## src/msim_defines.svh

```systemverilog
// Purpose: Offsets, field positions, reset values and timing counts
// Assumes: 250 MHz register clock, APB word addressing
// Notes:   Byte address of each register is four times its index
`ifndef MSIM_DEFINES_SVH
`define MSIM_DEFINES_SVH

// Register indices and their byte addresses
`define MSIM_IDX_STATUS     8'h08
`define MSIM_IDX_MASK       8'h0A
`define MSIM_IDX_TEST       8'h0C
`define MSIM_ADDR_STATUS    ({`MSIM_IDX_STATUS, 2'b00})
`define MSIM_ADDR_MASK      ({`MSIM_IDX_MASK, 2'b00})
`define MSIM_ADDR_TEST      ({`MSIM_IDX_TEST, 2'b00})

// Master status bit positions
`define MSIM_BIT_OST        0
`define MSIM_BIT_COUNTER_SATURATED       1
`define MSIM_BIT_BERT       2
`define MSIM_BIT_HDLC       3
`define MSIM_BIT_FAR        4
`define MSIM_BIT_LOF_AIS    5
`define MSIM_BIT_RAI        6
`define MSIM_BIT_LOOP       8
`define MSIM_BIT_FRAMER     9
`define MSIM_BIT_LOST_TX    10
`define MSIM_BIT_LOST_RX    11
`define MSIM_BIT_STD_PIN    12
`define MSIM_BIT_ALT_PIN    13

// Field sets and reset values
`define MSIM_STICKY_BITS    16'h027F
`define MSIM_MASK_WRITABLE  16'h0F7F
`define MSIM_TEST_WRITABLE  16'h003F
`define MSIM_MASK_RESET     16'h0000
`define MSIM_TEST_RESET     16'h0000

// Clock loss timing
`define MSIM_PCLK_PERIOD_NS 4
`define MSIM_LOSS_TIME_NS   200
`define MSIM_LOSS_CYCLES    ((`MSIM_LOSS_TIME_NS + `MSIM_PCLK_PERIOD_NS - 1) \
                             / `MSIM_PCLK_PERIOD_NS)

`endif

```

## src/msim_pkg.sv

```systemverilog
// Purpose: Types shared by the master status block
// Assumes: 32-bit APB data, 16-bit registers
// Notes:   Numeric constants live in msim_defines.svh
package msim_pkg;
    typedef logic [31:0] msim_data_t;
    typedef logic [15:0] msim_word_t;

    // Register selected by the current bus address
    typedef enum logic [1:0] {
        MSIM_SEL_NONE   = 2'b00,
        MSIM_SEL_STATUS = 2'b01,
        MSIM_SEL_MASK   = 2'b10,
        MSIM_SEL_TEST   = 2'b11
    } msim_sel_t;
endpackage : msim_pkg

```

## src/msim_mon_if.sv

```systemverilog
// Purpose: Link between the top and one line clock watcher
// Assumes: Level already synchronised to pclk
// Notes:   One instance per watched clock
`timescale 1ns/1ps
interface msim_mon_if;
    logic level;
    logic lost;
    modport watch (input level, output lost);
    modport user  (output level, input lost);
endinterface : msim_mon_if

```

## src/msim_top.sv

```systemverilog
// Purpose: Master status word and interrupt mask behind an APB slave
// Assumes: Block events arrive as pclk pulses, pins pass msim_sync
// Notes:   Zero wait states; unmapped addresses answer pslverr
//
// Summary of operation
// HDLC change with its enable set raises status bit 3.
// HDLC bit clears only when the HDLC status register is read.
// New verified far-end codeword raises status bit 4.
// Tributary LOF or AIS change with enable raises status bit 5.
// Tributary RAI change with enable bit 7 raises status bit 6.
// Bit 8 follows any active loopback command on any line.
// Enabled high-rate framer change raises bit 9; register read clears.
// Bit 10 set after the transmit clock stays still for 200 ns.
// Bit 11 set after the receive clock stays still for 200 ns.
// Both clock loss bits set at reset, cleared once clocks run.
// Bit 12 shows the line standard pin, never interrupts.
// Bit 13 shows the alternate mux pin, never interrupts.
// Mask bits 0-6 and 8-11 pass same status bit; 1 unmasks.
// Mask is a 16-bit read-write register reset to zero.
// Far-end interrupt holds until its status register is read.
// Software writes zeros to factory test bits 0 to 5.
// Bit 0 latches each one-second tick; status read clears it.
// Bit 1 latches counter saturation; status read clears it.
// Enabled BERT change raises bit 2; BERT status read clears.
// Interrupt asserted while any status bit and its mask are one.
`timescale 1ns/1ps
`include "msim_defines.svh"
module msim_top #(
    parameter int AW          = 12,
    parameter int NUM_LINES   = 7,
    parameter int LOSS_CYCLES = `MSIM_LOSS_CYCLES
) (
    input  wire logic                 pclk,
    input  wire logic                 presetn,
    input  wire logic                 psel,
    input  wire logic                 penable,
    input  wire logic                 pwrite,
    input  wire logic [AW-1:0]        paddr,
    input  wire msim_pkg::msim_data_t pwdata,
    output msim_pkg::msim_data_t      prdata,
    output logic                      pready,
    output logic                      pslverr,
    input  wire logic                 one_second_tick,
    input  wire logic                 counter_saturated,
    input  wire logic                 bert_change,
    input  wire logic                 bert_irq_enable,
    input  wire logic                 bert_status_read,
    input  wire logic                 hdlc_change,
    input  wire logic                 link_ctrl_irq_enable,
    input  wire logic                 link_ctrl_status_reg_read,
    input  wire logic                 far_alarm_codeword,
    input  wire logic                 far_alarm_status_reg_read,
    input  wire logic                 tributary_lof_ais_change,
    input  wire logic                 tributary_lof_ais_enable,
    input  wire logic                 tributary_lof_ais_read,
    input  wire logic                 tributary_rai_change,
    input  wire logic                 tributary_rai_enable,
    input  wire logic                 tributary_rai_read,
    input  wire logic [NUM_LINES-1:0] low_rate_loopback_seen,
    input  wire logic                 high_rate_framer_change,
    input  wire logic                 high_rate_framer_enable,
    input  wire logic                 high_rate_framer_read,
    input  wire logic                 formatter_tx_clock,
    input  wire logic                 line_rx_clock,
    input  wire logic                 line_standard_select_pin,
    input  wire logic                 alt_mux_select_pin,
    output logic                      irq_n,
    output logic [5:0]                factory_test_bits
);
    import msim_pkg::*;

    localparam msim_word_t STICKY   = `MSIM_STICKY_BITS;
    localparam msim_word_t MASK_WR  = `MSIM_MASK_WRITABLE;
    localparam msim_word_t TEST_WR  = `MSIM_TEST_WRITABLE;

    ////////////////////////////////////////////////////////////////////////
    // Declarations
    msim_word_t interrupt_mask;
    msim_word_t factory_test;
    msim_word_t master_status;
    msim_word_t sticky_status;
    msim_word_t live_status;
    msim_word_t set_vec;
    msim_word_t clr_vec;
    msim_word_t read_snap;
    msim_word_t next_read;
    msim_sel_t  sel;
    logic [3:0] pin_sync;
    logic       loopback;
    logic       setup;
    logic       done;
    logic       status_read;

    msim_mon_if mon_tx ();
    msim_mon_if mon_rx ();

    ////////////////////////////////////////////////////////////////////////
    // Pin synchronisers and clock watchers

    // Clocks and mode pins pass two flops first
    msim_sync #(.WIDTH(4)) u_sync (
        .pclk     (pclk),
        .presetn  (presetn),
        .async_in ({alt_mux_select_pin, line_standard_select_pin,
                    line_rx_clock, formatter_tx_clock}),
        .sync_out (pin_sync)
    );

    assign mon_tx.level = pin_sync[0];
    assign mon_rx.level = pin_sync[1];

    // Transmit clock watcher, sampled by pclk
    msim_clk_watch #(.LOSS_CYCLES(LOSS_CYCLES)) u_watch_tx (
        .pclk    (pclk),
        .presetn (presetn),
        .mon     (mon_tx.watch)
    );

    // Receive clock watcher, sampled by pclk
    msim_clk_watch #(.LOSS_CYCLES(LOSS_CYCLES)) u_watch_rx (
        .pclk    (pclk),
        .presetn (presetn),
        .mon     (mon_rx.watch)
    );

    ////////////////////////////////////////////////////////////////////////
    // APB decode

    // Setup and completion phases of a transfer
    assign setup = psel & ~penable;
    assign done  = psel & penable & pready;

    // Address decode; address bits above bit 9 must be zero
    always_comb begin
        sel = MSIM_SEL_NONE;
        if (paddr[AW-1:10] == '0) begin
            unique case (paddr[9:0])
                `MSIM_ADDR_STATUS: sel = MSIM_SEL_STATUS;
                `MSIM_ADDR_MASK:   sel = MSIM_SEL_MASK;
                `MSIM_ADDR_TEST:   sel = MSIM_SEL_TEST;
                default:           sel = MSIM_SEL_NONE;
            endcase
        end
    end

    // Read mux, snapshotted in the setup cycle
    always_comb begin
        unique case (sel)
            MSIM_SEL_STATUS: next_read = master_status;
            MSIM_SEL_MASK:   next_read = interrupt_mask;
            MSIM_SEL_TEST:   next_read = factory_test;
            MSIM_SEL_NONE:   next_read = '0;
        endcase
    end

    // Status read completes: clears bits 0 and 1 only if software saw them
    assign status_read = done & ~pwrite & (sel == MSIM_SEL_STATUS);

    ////////////////////////////////////////////////////////////////////////
    // APB answer

    // Ready one cycle after setup, so no wait states
    always_ff @(posedge pclk or negedge presetn) begin
        if (!presetn) pready <= 1'b0;
        else          pready <= setup;
    end

    // Unmapped address answers with an error
    always_ff @(posedge pclk or negedge presetn) begin
        if (!presetn) pslverr <= 1'b0;
        else          pslverr <= setup & (sel == MSIM_SEL_NONE);
    end

    // Read data, upper half reads zero
    always_ff @(posedge pclk or negedge presetn) begin
        if (!presetn)            read_snap <= '0;
        else if (setup & ~pwrite) read_snap <= next_read;
        else if (done)           read_snap <= '0;
    end
    assign prdata = {16'h0000, read_snap};

    ////////////////////////////////////////////////////////////////////////
    // Writable registers

    // Interrupt mask, undefined bits held at zero
    always_ff @(posedge pclk or negedge presetn) begin
        if (!presetn) begin
            interrupt_mask <= `MSIM_MASK_RESET;
        end else if (done & pwrite & (sel == MSIM_SEL_MASK)) begin
            interrupt_mask <= pwdata[15:0] & MASK_WR;
        end
    end

    // Factory test bits, only 0 to 5 stored
    always_ff @(posedge pclk or negedge presetn) begin
        if (!presetn) begin
            factory_test <= `MSIM_TEST_RESET;
        end else if (done & pwrite & (sel == MSIM_SEL_TEST)) begin
            factory_test <= pwdata[15:0] & TEST_WR;
        end
    end
    assign factory_test_bits = factory_test[5:0];

    ////////////////////////////////////////////////////////////////////////
    // Status sources

    // Set conditions of the latched bits
    always_comb begin
        set_vec = '0;
        set_vec[`MSIM_BIT_OST]     = one_second_tick;
        set_vec[`MSIM_BIT_COUNTER_SATURATED]    = counter_saturated;
        set_vec[`MSIM_BIT_BERT]    = bert_change & bert_irq_enable;
        set_vec[`MSIM_BIT_HDLC]    = hdlc_change
                                     & link_ctrl_irq_enable;
        set_vec[`MSIM_BIT_FAR]     = far_alarm_codeword;
        set_vec[`MSIM_BIT_LOF_AIS] = tributary_lof_ais_change
                                     & tributary_lof_ais_enable;
        set_vec[`MSIM_BIT_RAI]     = tributary_rai_change
                                     & tributary_rai_enable;
        set_vec[`MSIM_BIT_FRAMER]  = high_rate_framer_change
                                     & high_rate_framer_enable;
    end

    // Clear conditions of the latched bits
    always_comb begin
        clr_vec = '0;
        clr_vec[`MSIM_BIT_OST]     = status_read
                                     & read_snap[`MSIM_BIT_OST];
        clr_vec[`MSIM_BIT_COUNTER_SATURATED]    = status_read
                                     & read_snap[`MSIM_BIT_COUNTER_SATURATED];
        clr_vec[`MSIM_BIT_BERT]    = bert_status_read;
        clr_vec[`MSIM_BIT_HDLC]    = link_ctrl_status_reg_read;
        clr_vec[`MSIM_BIT_FAR]     = far_alarm_status_reg_read;
        clr_vec[`MSIM_BIT_LOF_AIS] = tributary_lof_ais_read;
        clr_vec[`MSIM_BIT_RAI]     = tributary_rai_read;
        clr_vec[`MSIM_BIT_FRAMER]  = high_rate_framer_read;
    end

    // One latch per sticky bit; set wins over a same-cycle clear
    for (genvar i = 0; i < 16; i++) begin : g_bit
        if (STICKY[i]) begin : g_latch
            logic flag;
            always_ff @(posedge pclk or negedge presetn) begin
                if (!presetn)        flag <= 1'b0;
                else if (set_vec[i]) flag <= 1'b1;
                else if (clr_vec[i]) flag <= 1'b0;
            end
            assign sticky_status[i] = flag;
        end else begin : g_none
            assign sticky_status[i] = 1'b0;
        end
    end

    // Loopback summary follows the lines one pclk cycle later
    always_ff @(posedge pclk or negedge presetn) begin
        if (!presetn) loopback <= 1'b0;
        else          loopback <= |low_rate_loopback_seen;
    end

    // Real-time bits
    always_comb begin
        live_status = '0;
        live_status[`MSIM_BIT_LOOP]    = loopback;
        live_status[`MSIM_BIT_LOST_TX] = mon_tx.lost;
        live_status[`MSIM_BIT_LOST_RX] = mon_rx.lost;
        live_status[`MSIM_BIT_STD_PIN] = pin_sync[2];
        live_status[`MSIM_BIT_ALT_PIN] = pin_sync[3];
    end

    assign master_status = sticky_status | live_status;

    ////////////////////////////////////////////////////////////////////////
    // Interrupt

    // Active low, pins bits never unmasked
    always_ff @(posedge pclk or negedge presetn) begin
        if (!presetn) irq_n <= 1'b1;
        else          irq_n <= ~|(master_status & interrupt_mask);
    end
endmodule : msim_top

```

## src/msim_sync.sv

```systemverilog
// Purpose: Two-flop synchroniser for pin inputs
// Assumes: Inputs are slow levels or clocks below pclk/2
// Notes:   Only the second stage is read outside
`timescale 1ns/1ps
module msim_sync #(
    parameter int WIDTH = 4
) (
    input  wire logic             pclk,
    input  wire logic             presetn,
    input  wire logic [WIDTH-1:0] async_in,
    output logic      [WIDTH-1:0] sync_out
);
    logic [WIDTH-1:0] stage1;

    // Two stages, both cleared on reset
    always_ff @(posedge pclk or negedge presetn) begin
        if (!presetn) begin
            stage1   <= '0;
            sync_out <= '0;
        end else begin
            stage1   <= async_in;
            sync_out <= stage1;
        end
    end
endmodule : msim_sync

```

## src/msim_clk_watch.sv

```systemverilog
// Purpose: Flags a line clock that has stopped toggling
// Assumes: Watched clock sampled through msim_sync
// Notes:   Loss declared after a quiet spell of LOSS_CYCLES
`timescale 1ns/1ps
`include "msim_defines.svh"
module msim_clk_watch #(
    parameter int LOSS_CYCLES = `MSIM_LOSS_CYCLES
) (
    input  wire logic  pclk,
    input  wire logic  presetn,
    msim_mon_if.watch  mon
);
    import msim_pkg::*;
    localparam int CW = $clog2(LOSS_CYCLES + 1);
    localparam logic [CW-1:0] LAST = CW'(LOSS_CYCLES - 1);

    logic          prev_level;
    logic          toggle;
    logic [CW-1:0] quiet_cnt;
    logic          lost;

    assign toggle   = mon.level ^ prev_level;
    assign mon.lost = lost;

    // Edge memory of the watched clock
    always_ff @(posedge pclk or negedge presetn) begin
        if (!presetn) prev_level <= 1'b0;
        else          prev_level <= mon.level;
    end

    // Quiet time counter, restarted by any toggle
    always_ff @(posedge pclk or negedge presetn) begin
        if (!presetn)              quiet_cnt <= '0;
        else if (toggle)           quiet_cnt <= '0;
        else if (quiet_cnt != LAST) quiet_cnt <= quiet_cnt + CW'(1);
    end

    // Loss flag: set at reset, cleared by toggling
    always_ff @(posedge pclk or negedge presetn) begin
        if (!presetn)                lost <= 1'b1;
        else if (toggle)             lost <= 1'b0;
        else if (quiet_cnt == LAST)  lost <= 1'b1;
    end
endmodule : msim_clk_watch

```

## config.mk

```make
export PLATFORM = sky130hd
export DESIGN_NAME = msim_top
export DESIGN_NICKNAME = d
export VERILOG_FILES = /design/src/msim_pkg.sv /design/src/msim_mon_if.sv /design/src/msim_top.sv /design/src/msim_sync.sv /design/src/msim_clk_watch.sv
export VERILOG_INCLUDE_DIRS = /design/src
export SDC_FILE = /design/constraint.sdc
export NUM_CORES = 1
export LEC_CHECK = 0
export BUFFER_PORTS_ARGS = -buffer_cell sky130_fd_sc_hd__buf_2
export CORE_UTILIZATION = 50
export CTS_BUF_LIST = sky130_fd_sc_hd__clkbuf_2 sky130_fd_sc_hd__clkbuf_4 sky130_fd_sc_hd__clkbuf_8
export DETAILED_ROUTE_END_ITERATION = 16
export GPL_TIMING_DRIVEN = 0
export HOLD_SLACK_MARGIN = 0.03
export PLACE_DENSITY = 0.82
export SLEW_MARGIN = 20
export SYNTH_ARGS = -nofsm -noshare
export SYNTH_HDL_FRONTEND = slang
export SYNTH_SLANG_ARGS = --single-unit
```

## constraint.sdc

```tcl
create_clock -name pclk -period 1.7 [get_ports pclk]
set_clock_uncertainty 0.05 [all_clocks]
set_input_delay 0.17 -clock pclk [delete_from_list [all_inputs] [get_ports pclk]]
set_output_delay 0.17 -clock pclk [all_outputs]
set_load 0.005 [all_outputs]
```

## Word-level counts from Yosys, hierarchy flattened

Index checks and enable logic that the tools add are counted.

| storage, ports and cells | value |
|---|---|
| register bits after elaboration | 69 |
| output and inout bits | 41 |

| operators by class | value |
|---|---|
| add/sub/neg operators | 2 |
| eq/ne operators | 10 |
| multiplexer cells | 29 |
| bitwise gates (word level) | 23 |
| reduce and logical (&&, ||, !) cells | 18 |

Operators by type and width:

| cell | number |
|---|---|
| one-hot mux 16 bit (4 select lines) | 1 |
| 2-to-1 mux 16 bit | 2 |
| == test 10 x 6 -> 1 bit, second input constant | 3 |
| nonzero test 2 bit | 13 |
| 2-to-1 mux 6 bit | 4 |
| 2-to-1 mux 1 bit | 20 |
| bitwise AND 1 bit | 17 |
| OR reduction 16 bit | 1 |
| bitwise AND 14 x 12 -> 14 bit | 1 |
| bitwise OR 10 x 14 -> 14 bit | 1 |
| adder 6 x 1 -> 6 bit, second input constant | 2 |
| == test 6 bit, second input constant | 2 |
| inequality test 6 bit, second input constant | 2 |
| OR reduction 7 bit | 1 |
| one-hot mux 2 bit (3 select lines) | 1 |
| == test 2 bit, second input constant | 2 |
| logical NOT 2 bit | 2 |
| == test 2 x 1 -> 1 bit, second input constant | 1 |
| 2-to-1 mux 2 bit | 1 |
| NOT 1 bit | 2 |
| XOR 1 bit | 2 |
| logical NOT 1 bit | 1 |

## Depth between registers and ports, before layout

| depth | value |
|---|---|
| word-level depth | 8 |
| mapped depth | 6 |

## Modules after synthesis

From an unflattened synthesis, not the netlist that was laid out.

| unflattened totals | value |
|---|---|
| cell total of the unflattened synthesis | 261 |
| area total of the unflattened synthesis | 3,055.4 um^2 |

Modules (own cells, without submodules):

| module | instances | cells an instance | area an instance (um^2) | seq. area each (um^2) |
|---|---|---|---|---|
| msim_top | 1 | 183 | 2,072.0 | 1,052.3 |
| msim_clk_watch at u_watch_tx | 1 | 36 | 410.4 | 201.4 |
| msim_clk_watch at u_watch_rx | 1 | 34 | 372.9 | 201.4 |
| msim_sync | 1 | 8 | 200.2 | 200.2 |

## Worst setup path before layout

OpenSTA, ideal clock, no wires.

| timing path | value |
|---|---|
| path kind | input-to-reg |
| from | in paddr[1] |
| to | reg interrupt_mask[0] |
| library setup time | 0.127 ns |
| arrival time | 1.815 ns |
| required time | 1.523 ns |
| setup slack | -0.292 ns |
| cell stages on the path | 5 |
| path buffers | 1 |
| cells stage by stage | or4_4 > nor4_4 > and4b_1 > buf_6 > mux2_1 |

| between the ends | value |
|---|---|
| word-level cells in the longest chain between the ends | 5 |
| elaborated cells between the ends (all ways) | 7 |

RTL lines:

| item | line | source |
|---|---|---|
| from (decl) | msim_top.sv:38 | `input wire logic [AW-1:0] paddr,` |
| == test 10 x 6 -> 1 bit | msim_top.sv:137 | `unique case (paddr[9:0])` |
| one-hot mux 2 bit (3 select lines) * | msim_top.sv:137 |  |
| 2-to-1 mux 2 bit * | msim_top.sv:136 | `if (paddr[AW-1:10] == '0) begin` |
| == test 2 bit * | msim_top.sv:189 | `end else if (done & pwrite & (sel == MSIM_SEL_MASK)) begin` |
| bitwise AND 1 bit * | msim_top.sv:189 |  |
| to (signal assigned) | msim_top.sv:188 | `` interrupt_mask <= `MSIM_MASK_RESET; `` |
| to (signal assigned) | msim_top.sv:190 | `interrupt_mask <= pwdata[15:0] & MASK_WR;` |
| to (decl) | msim_top.sv:78 | `msim_word_t interrupt_mask;` |

Mark *: on every way between the ends. The rest lies on a longest branch, timed or not.
A chain may end at the register's enable or synchronous reset.

## Worst setup path in the final report

| timing path | value |
|---|---|
| from | in paddr[1] |
| to | reg interrupt_mask[11] |

Same word-level chain as after synthesis.

==> results.py <==
metrics = {
    "yosys": {
        "synth_area_leaders": "dfrtp_1, buf_4, mux2_1",
        "ys_top_cells_by_count": "dfrtp_1, nand2_1, buf_4",
        "ys_ff_latch": 66,
        "async_flop_share": 1.000,
        "syn_avg_cell_area_sq_um": 11.44,
        "synth_edf_count": 0,
        "yosysWarnings": 0,
        "synth_top_area_frac": 0.5362,
        "netlist_area_sq_mm": 0.002940,
        "yosys.cell_count.top_type": "dfrtp_1",
        "yosysSeqAreaShare": 0.5630,
        "ys_types": 39,
        "synth_top_area_cell": "dfrtp_1",
        "synth-main-ff-cell": "dfrtp_1",
        "syn_inst": 257,
    },
    "clocking": {
        "cts_buffers": 9,
        "cts-htree-levels": 3,
        "cts.path.max_buffers": 2,
        "root_buffer": "clkbuf_8",
        "cts_tree": "done",
        "clkTransAtPathRegs_ns": 0.07,
        "clk_latency_ns": 0.34,
        "clkSinkCount": 66,
    },
    "floorplan": {
        "start_util": 0.5275,
        "core_area_sq_mm": 0.005574,
        "rows": 27,
        "chipHeight_um": 78.69,
        "io-pin-count": 120,
        "die_area_sq_mm": 0.006191,
        "fp.dieW_um": 78.69,
    },
    "worst_hold_path": {
        "hp-start": "pwdata[11]",
        "min_path_cells": 2,
        "hold_path_class": "in -> reg",
        "holdPathEnd": "interrupt_mask[11]",
    },
    "sta": {
        "fmax_mhz": 567.5,
        "post-route-period-util": 1.037,
        "timing_hold_violations_final": 0,
        "worst_slack_ns": -0.06212,
        "finalSetupViolations": 17,
        "drv_slew": 0,
        "slew_headroom": 0.4653,
        "rsz0062_at_grt": "yes",
        "min_period_ns": 1.762,
        "hold_ws_ns": 0.04276,
        "worstMarginPinSlew_ns": 0.8021,
    },
    "setup_path": {
        "cp.arrival_ns": 1.93,
        "cpMaxStageDelayCell": "or4_4",
        "crit_buf_inv": 2,
        "endpoint_kind": "flop",
        "cpPeakStageDelay_ns": 0.54,
        "r2r-start": "pready",
        "crit_required_ns": 1.87,
        "crit_path_cell_trace": "buf_6 -> or4_4 -> nor4_4 -> and4b_2 -> buf_6 -> mux2_4",
        "worst_path_most_repeated_cell": "buf_6",
        "r2r_slack_ns": 0.04,
        "critPathLaunchType": "input pin",
        "reg2reg_depth": 5,
        "crit_family": "simple AND/OR/NAND/NOR gates",
        "r2r_end": "interrupt_mask[11]",
        "path_class": "in -> reg",
        "cp_max_fo": 5,
        "cp.depth": 6,
    },
    "global_route": {
        "grt_use_total": 0.2566,
        "grt_max_degree": 67,
        "grt_pass1_vias": 2547,
        "antenna_found_initial": 0,
        "grt_pass1_wl_um": 11830,
        "gr-total-overflow": 0,
    },
    "placement": {
        "io_buffers": 79,
        "globalplace.congestion": 0.8270,
        "dp_hpwl_um": 4646,
        "placed_area_sq_mm": 0.003521,
    },
    "drt": {
        "wire_per_inst_um": 15.49,
        "drt_first_iter_violations": 165,
        "vias": 2542,
        "antenna_left": 0,
        "drc_errors": 0,
        "dr.pass1.iters": 4,
        "vias_per_cell": 5.296,
        "drt-total-wl_um": 7434,
    },
    "run_status": {
        "run_status": "complete, but fails checks",
        "violations": "negative setup slack",
    },
    "layout": {
        "fin_area_sq_mm": 0.004195,
        "layout.nets": 486,
        "drive_gt1_frac": 0.3775,
        "area_growth_pct": 42.68,
        "fillCellCount": 382,
        "antenna_cells": 0,
    },
    "power_and_ir_drop": {
        "combPwrFrac": 0.100,
        "switchingPower_mw": 0.7998,
        "pwr-share-clk": 0.432,
        "seqPwrFrac": 0.469,
        "power_density_mw_per_mm2": 847.1,
        "power.leakage_nw": 2.165,
        "vdd_ir_drop_max_mv": 0.7059,
        "p_sw_frac": 0.2250,
        "p_int_mw": 2.754,
        "total_power_mw": 3.554,
    },
    "job": {
        "drv_cap": 0,
    },
}
==> cells in the final DEF, fill, tap and decap left out, types with 3 or more instances in the layout <==
cell type	n
a32oi_1	5
xnor2_1	4
conb_1	19
inv_1	9
and3_1	3
nor2b_1	4
nand2_1	24
nand3_1	13
a21o_1	3
xor2_1	8
clkbuf_1	3
nor3_1	6
a211oi_1	3
nor2_1	14
a21oi_1	7
clkbuf_8	12
dfrtp_1	63
mux2_4	16
a22oi_1	8
buf_4	28
dlygate4sd3_1	31
o21ai_0	5
dfstp_2	3
buf_6	4
ha_1	4
buf_2	77
o2bb2ai_1	6
==> worst reg2reg max path, cell delays in order, from the launching register on <==
cell and delay (ns):
dfrtp_1 0.40, and2_1 0.19, and3_1 0.20, and4b_2 0.26, buf_6 0.15, mux2_4 0.30
==> kinds of logic (layout without fill, tap and decap cells) <==
kind of cell,Yosys count,after routing,synth area share
buffers and inverters,36,169,0.07362
xor gates and xnor gates,12,12,0.03574
AOI/OAI and AO/OA,43,43,0.1064
other,1,19,0.001275
muxes,17,17,0.06511
adders and majority gates,4,4,0.01702
and+or+nand+nor,78,78,0.1379
DFF,66,66,0.5630
==> stage by stage <==
stage                 util  instances  setup WS [ns]  setup TNS (ns)
global route        0.7526        480       -0.07782          -1.365
finish              0.7526        480       -0.06212         -0.5958
detailed placement  0.6317        426        -0.7046          -16.79
floorplan                -        275        -0.2922          -4.277
global placement    0.6312        426        -0.6800          -16.48
CTS                 0.7473        478       -0.08075          -1.225
==> area by class of cell <==
| cell class | instances | area (sq um) | share of cell area |
|---|---|---|---|
| clock buffer | 12 | 165.2 | 0.03937 |
| sequential | 66 | 1655 | 0.3946 |
| timing repair buffer | 118 | 784.5 | 0.1870 |
| buffer | 26 | 182.7 | 0.04354 |
| tap | 72 | 90.09 | 0.02147 |
| clock inverter | 4 | 72.57 | 0.01730 |
| multi-input combinational | 173 | 1211 | 0.2887 |
| inverter | 9 | 33.78 | 0.008052 |
==> worst max-delay path by stage <==
stage,slack (ns),start,end
after global placement,-0.68,paddr[1],interrupt_mask[11]
after floorplan,-0.29,paddr[1],interrupt_mask[0]
after global routing,-0.08,paddr[1],interrupt_mask[10]
after CTS,-0.08,paddr[8],interrupt_mask[11]
final,-0.06,paddr[1],interrupt_mask[11]
after detailed placement,-0.70,paddr[1],interrupt_mask[11]
==> state kept, by name, summed over array words and instances (netlist names), 4 cells and up <==
signal / flops
factory_test: 6
g_bit.g_latch.flag: 8
u_sync.sync_out: 4
u_watch_tx.quiet_cnt: 6
interrupt_mask: 11
u_sync.stage1: 4
u_watch_rx.quiet_cnt: 6
read_snap: 13
==> power groups by stage <==
stage	Clock, mW	Combinational, mW	Sequential, mW
floorplan	0	0.150	1.68
global placement	0	0.270	1.69
detailed placement	0	0.282	1.69
CTS	1.56	0.347	1.66
global route	1.62	0.397	1.67
finish	1.53	0.355	1.67
==> metal layers <==
metal | routed length, um | vias to the layer above | GRT usage
li1 | - | 1161 | -
met1 | 2908 | 1250 | 0.3110
met2 | 3836 | 102 | 0.4174
met3 | 419 | 29 | 0.04535
met4 | 269 | 0 | 0.1722
met5 | 0 | - | 0
==> timing repair <==
action | in CTS | in global routing
pin swaps | 3 | 3
endpoints found under the hold margin | 89 | 0
resized for setup | 19 | 5
endpoints found under the setup margin | 31 | 34
hold buffers | 31 | 0
setup buffers | 5 | 2
cloned | 1 | 0
(Power assumes the default switching activity.)
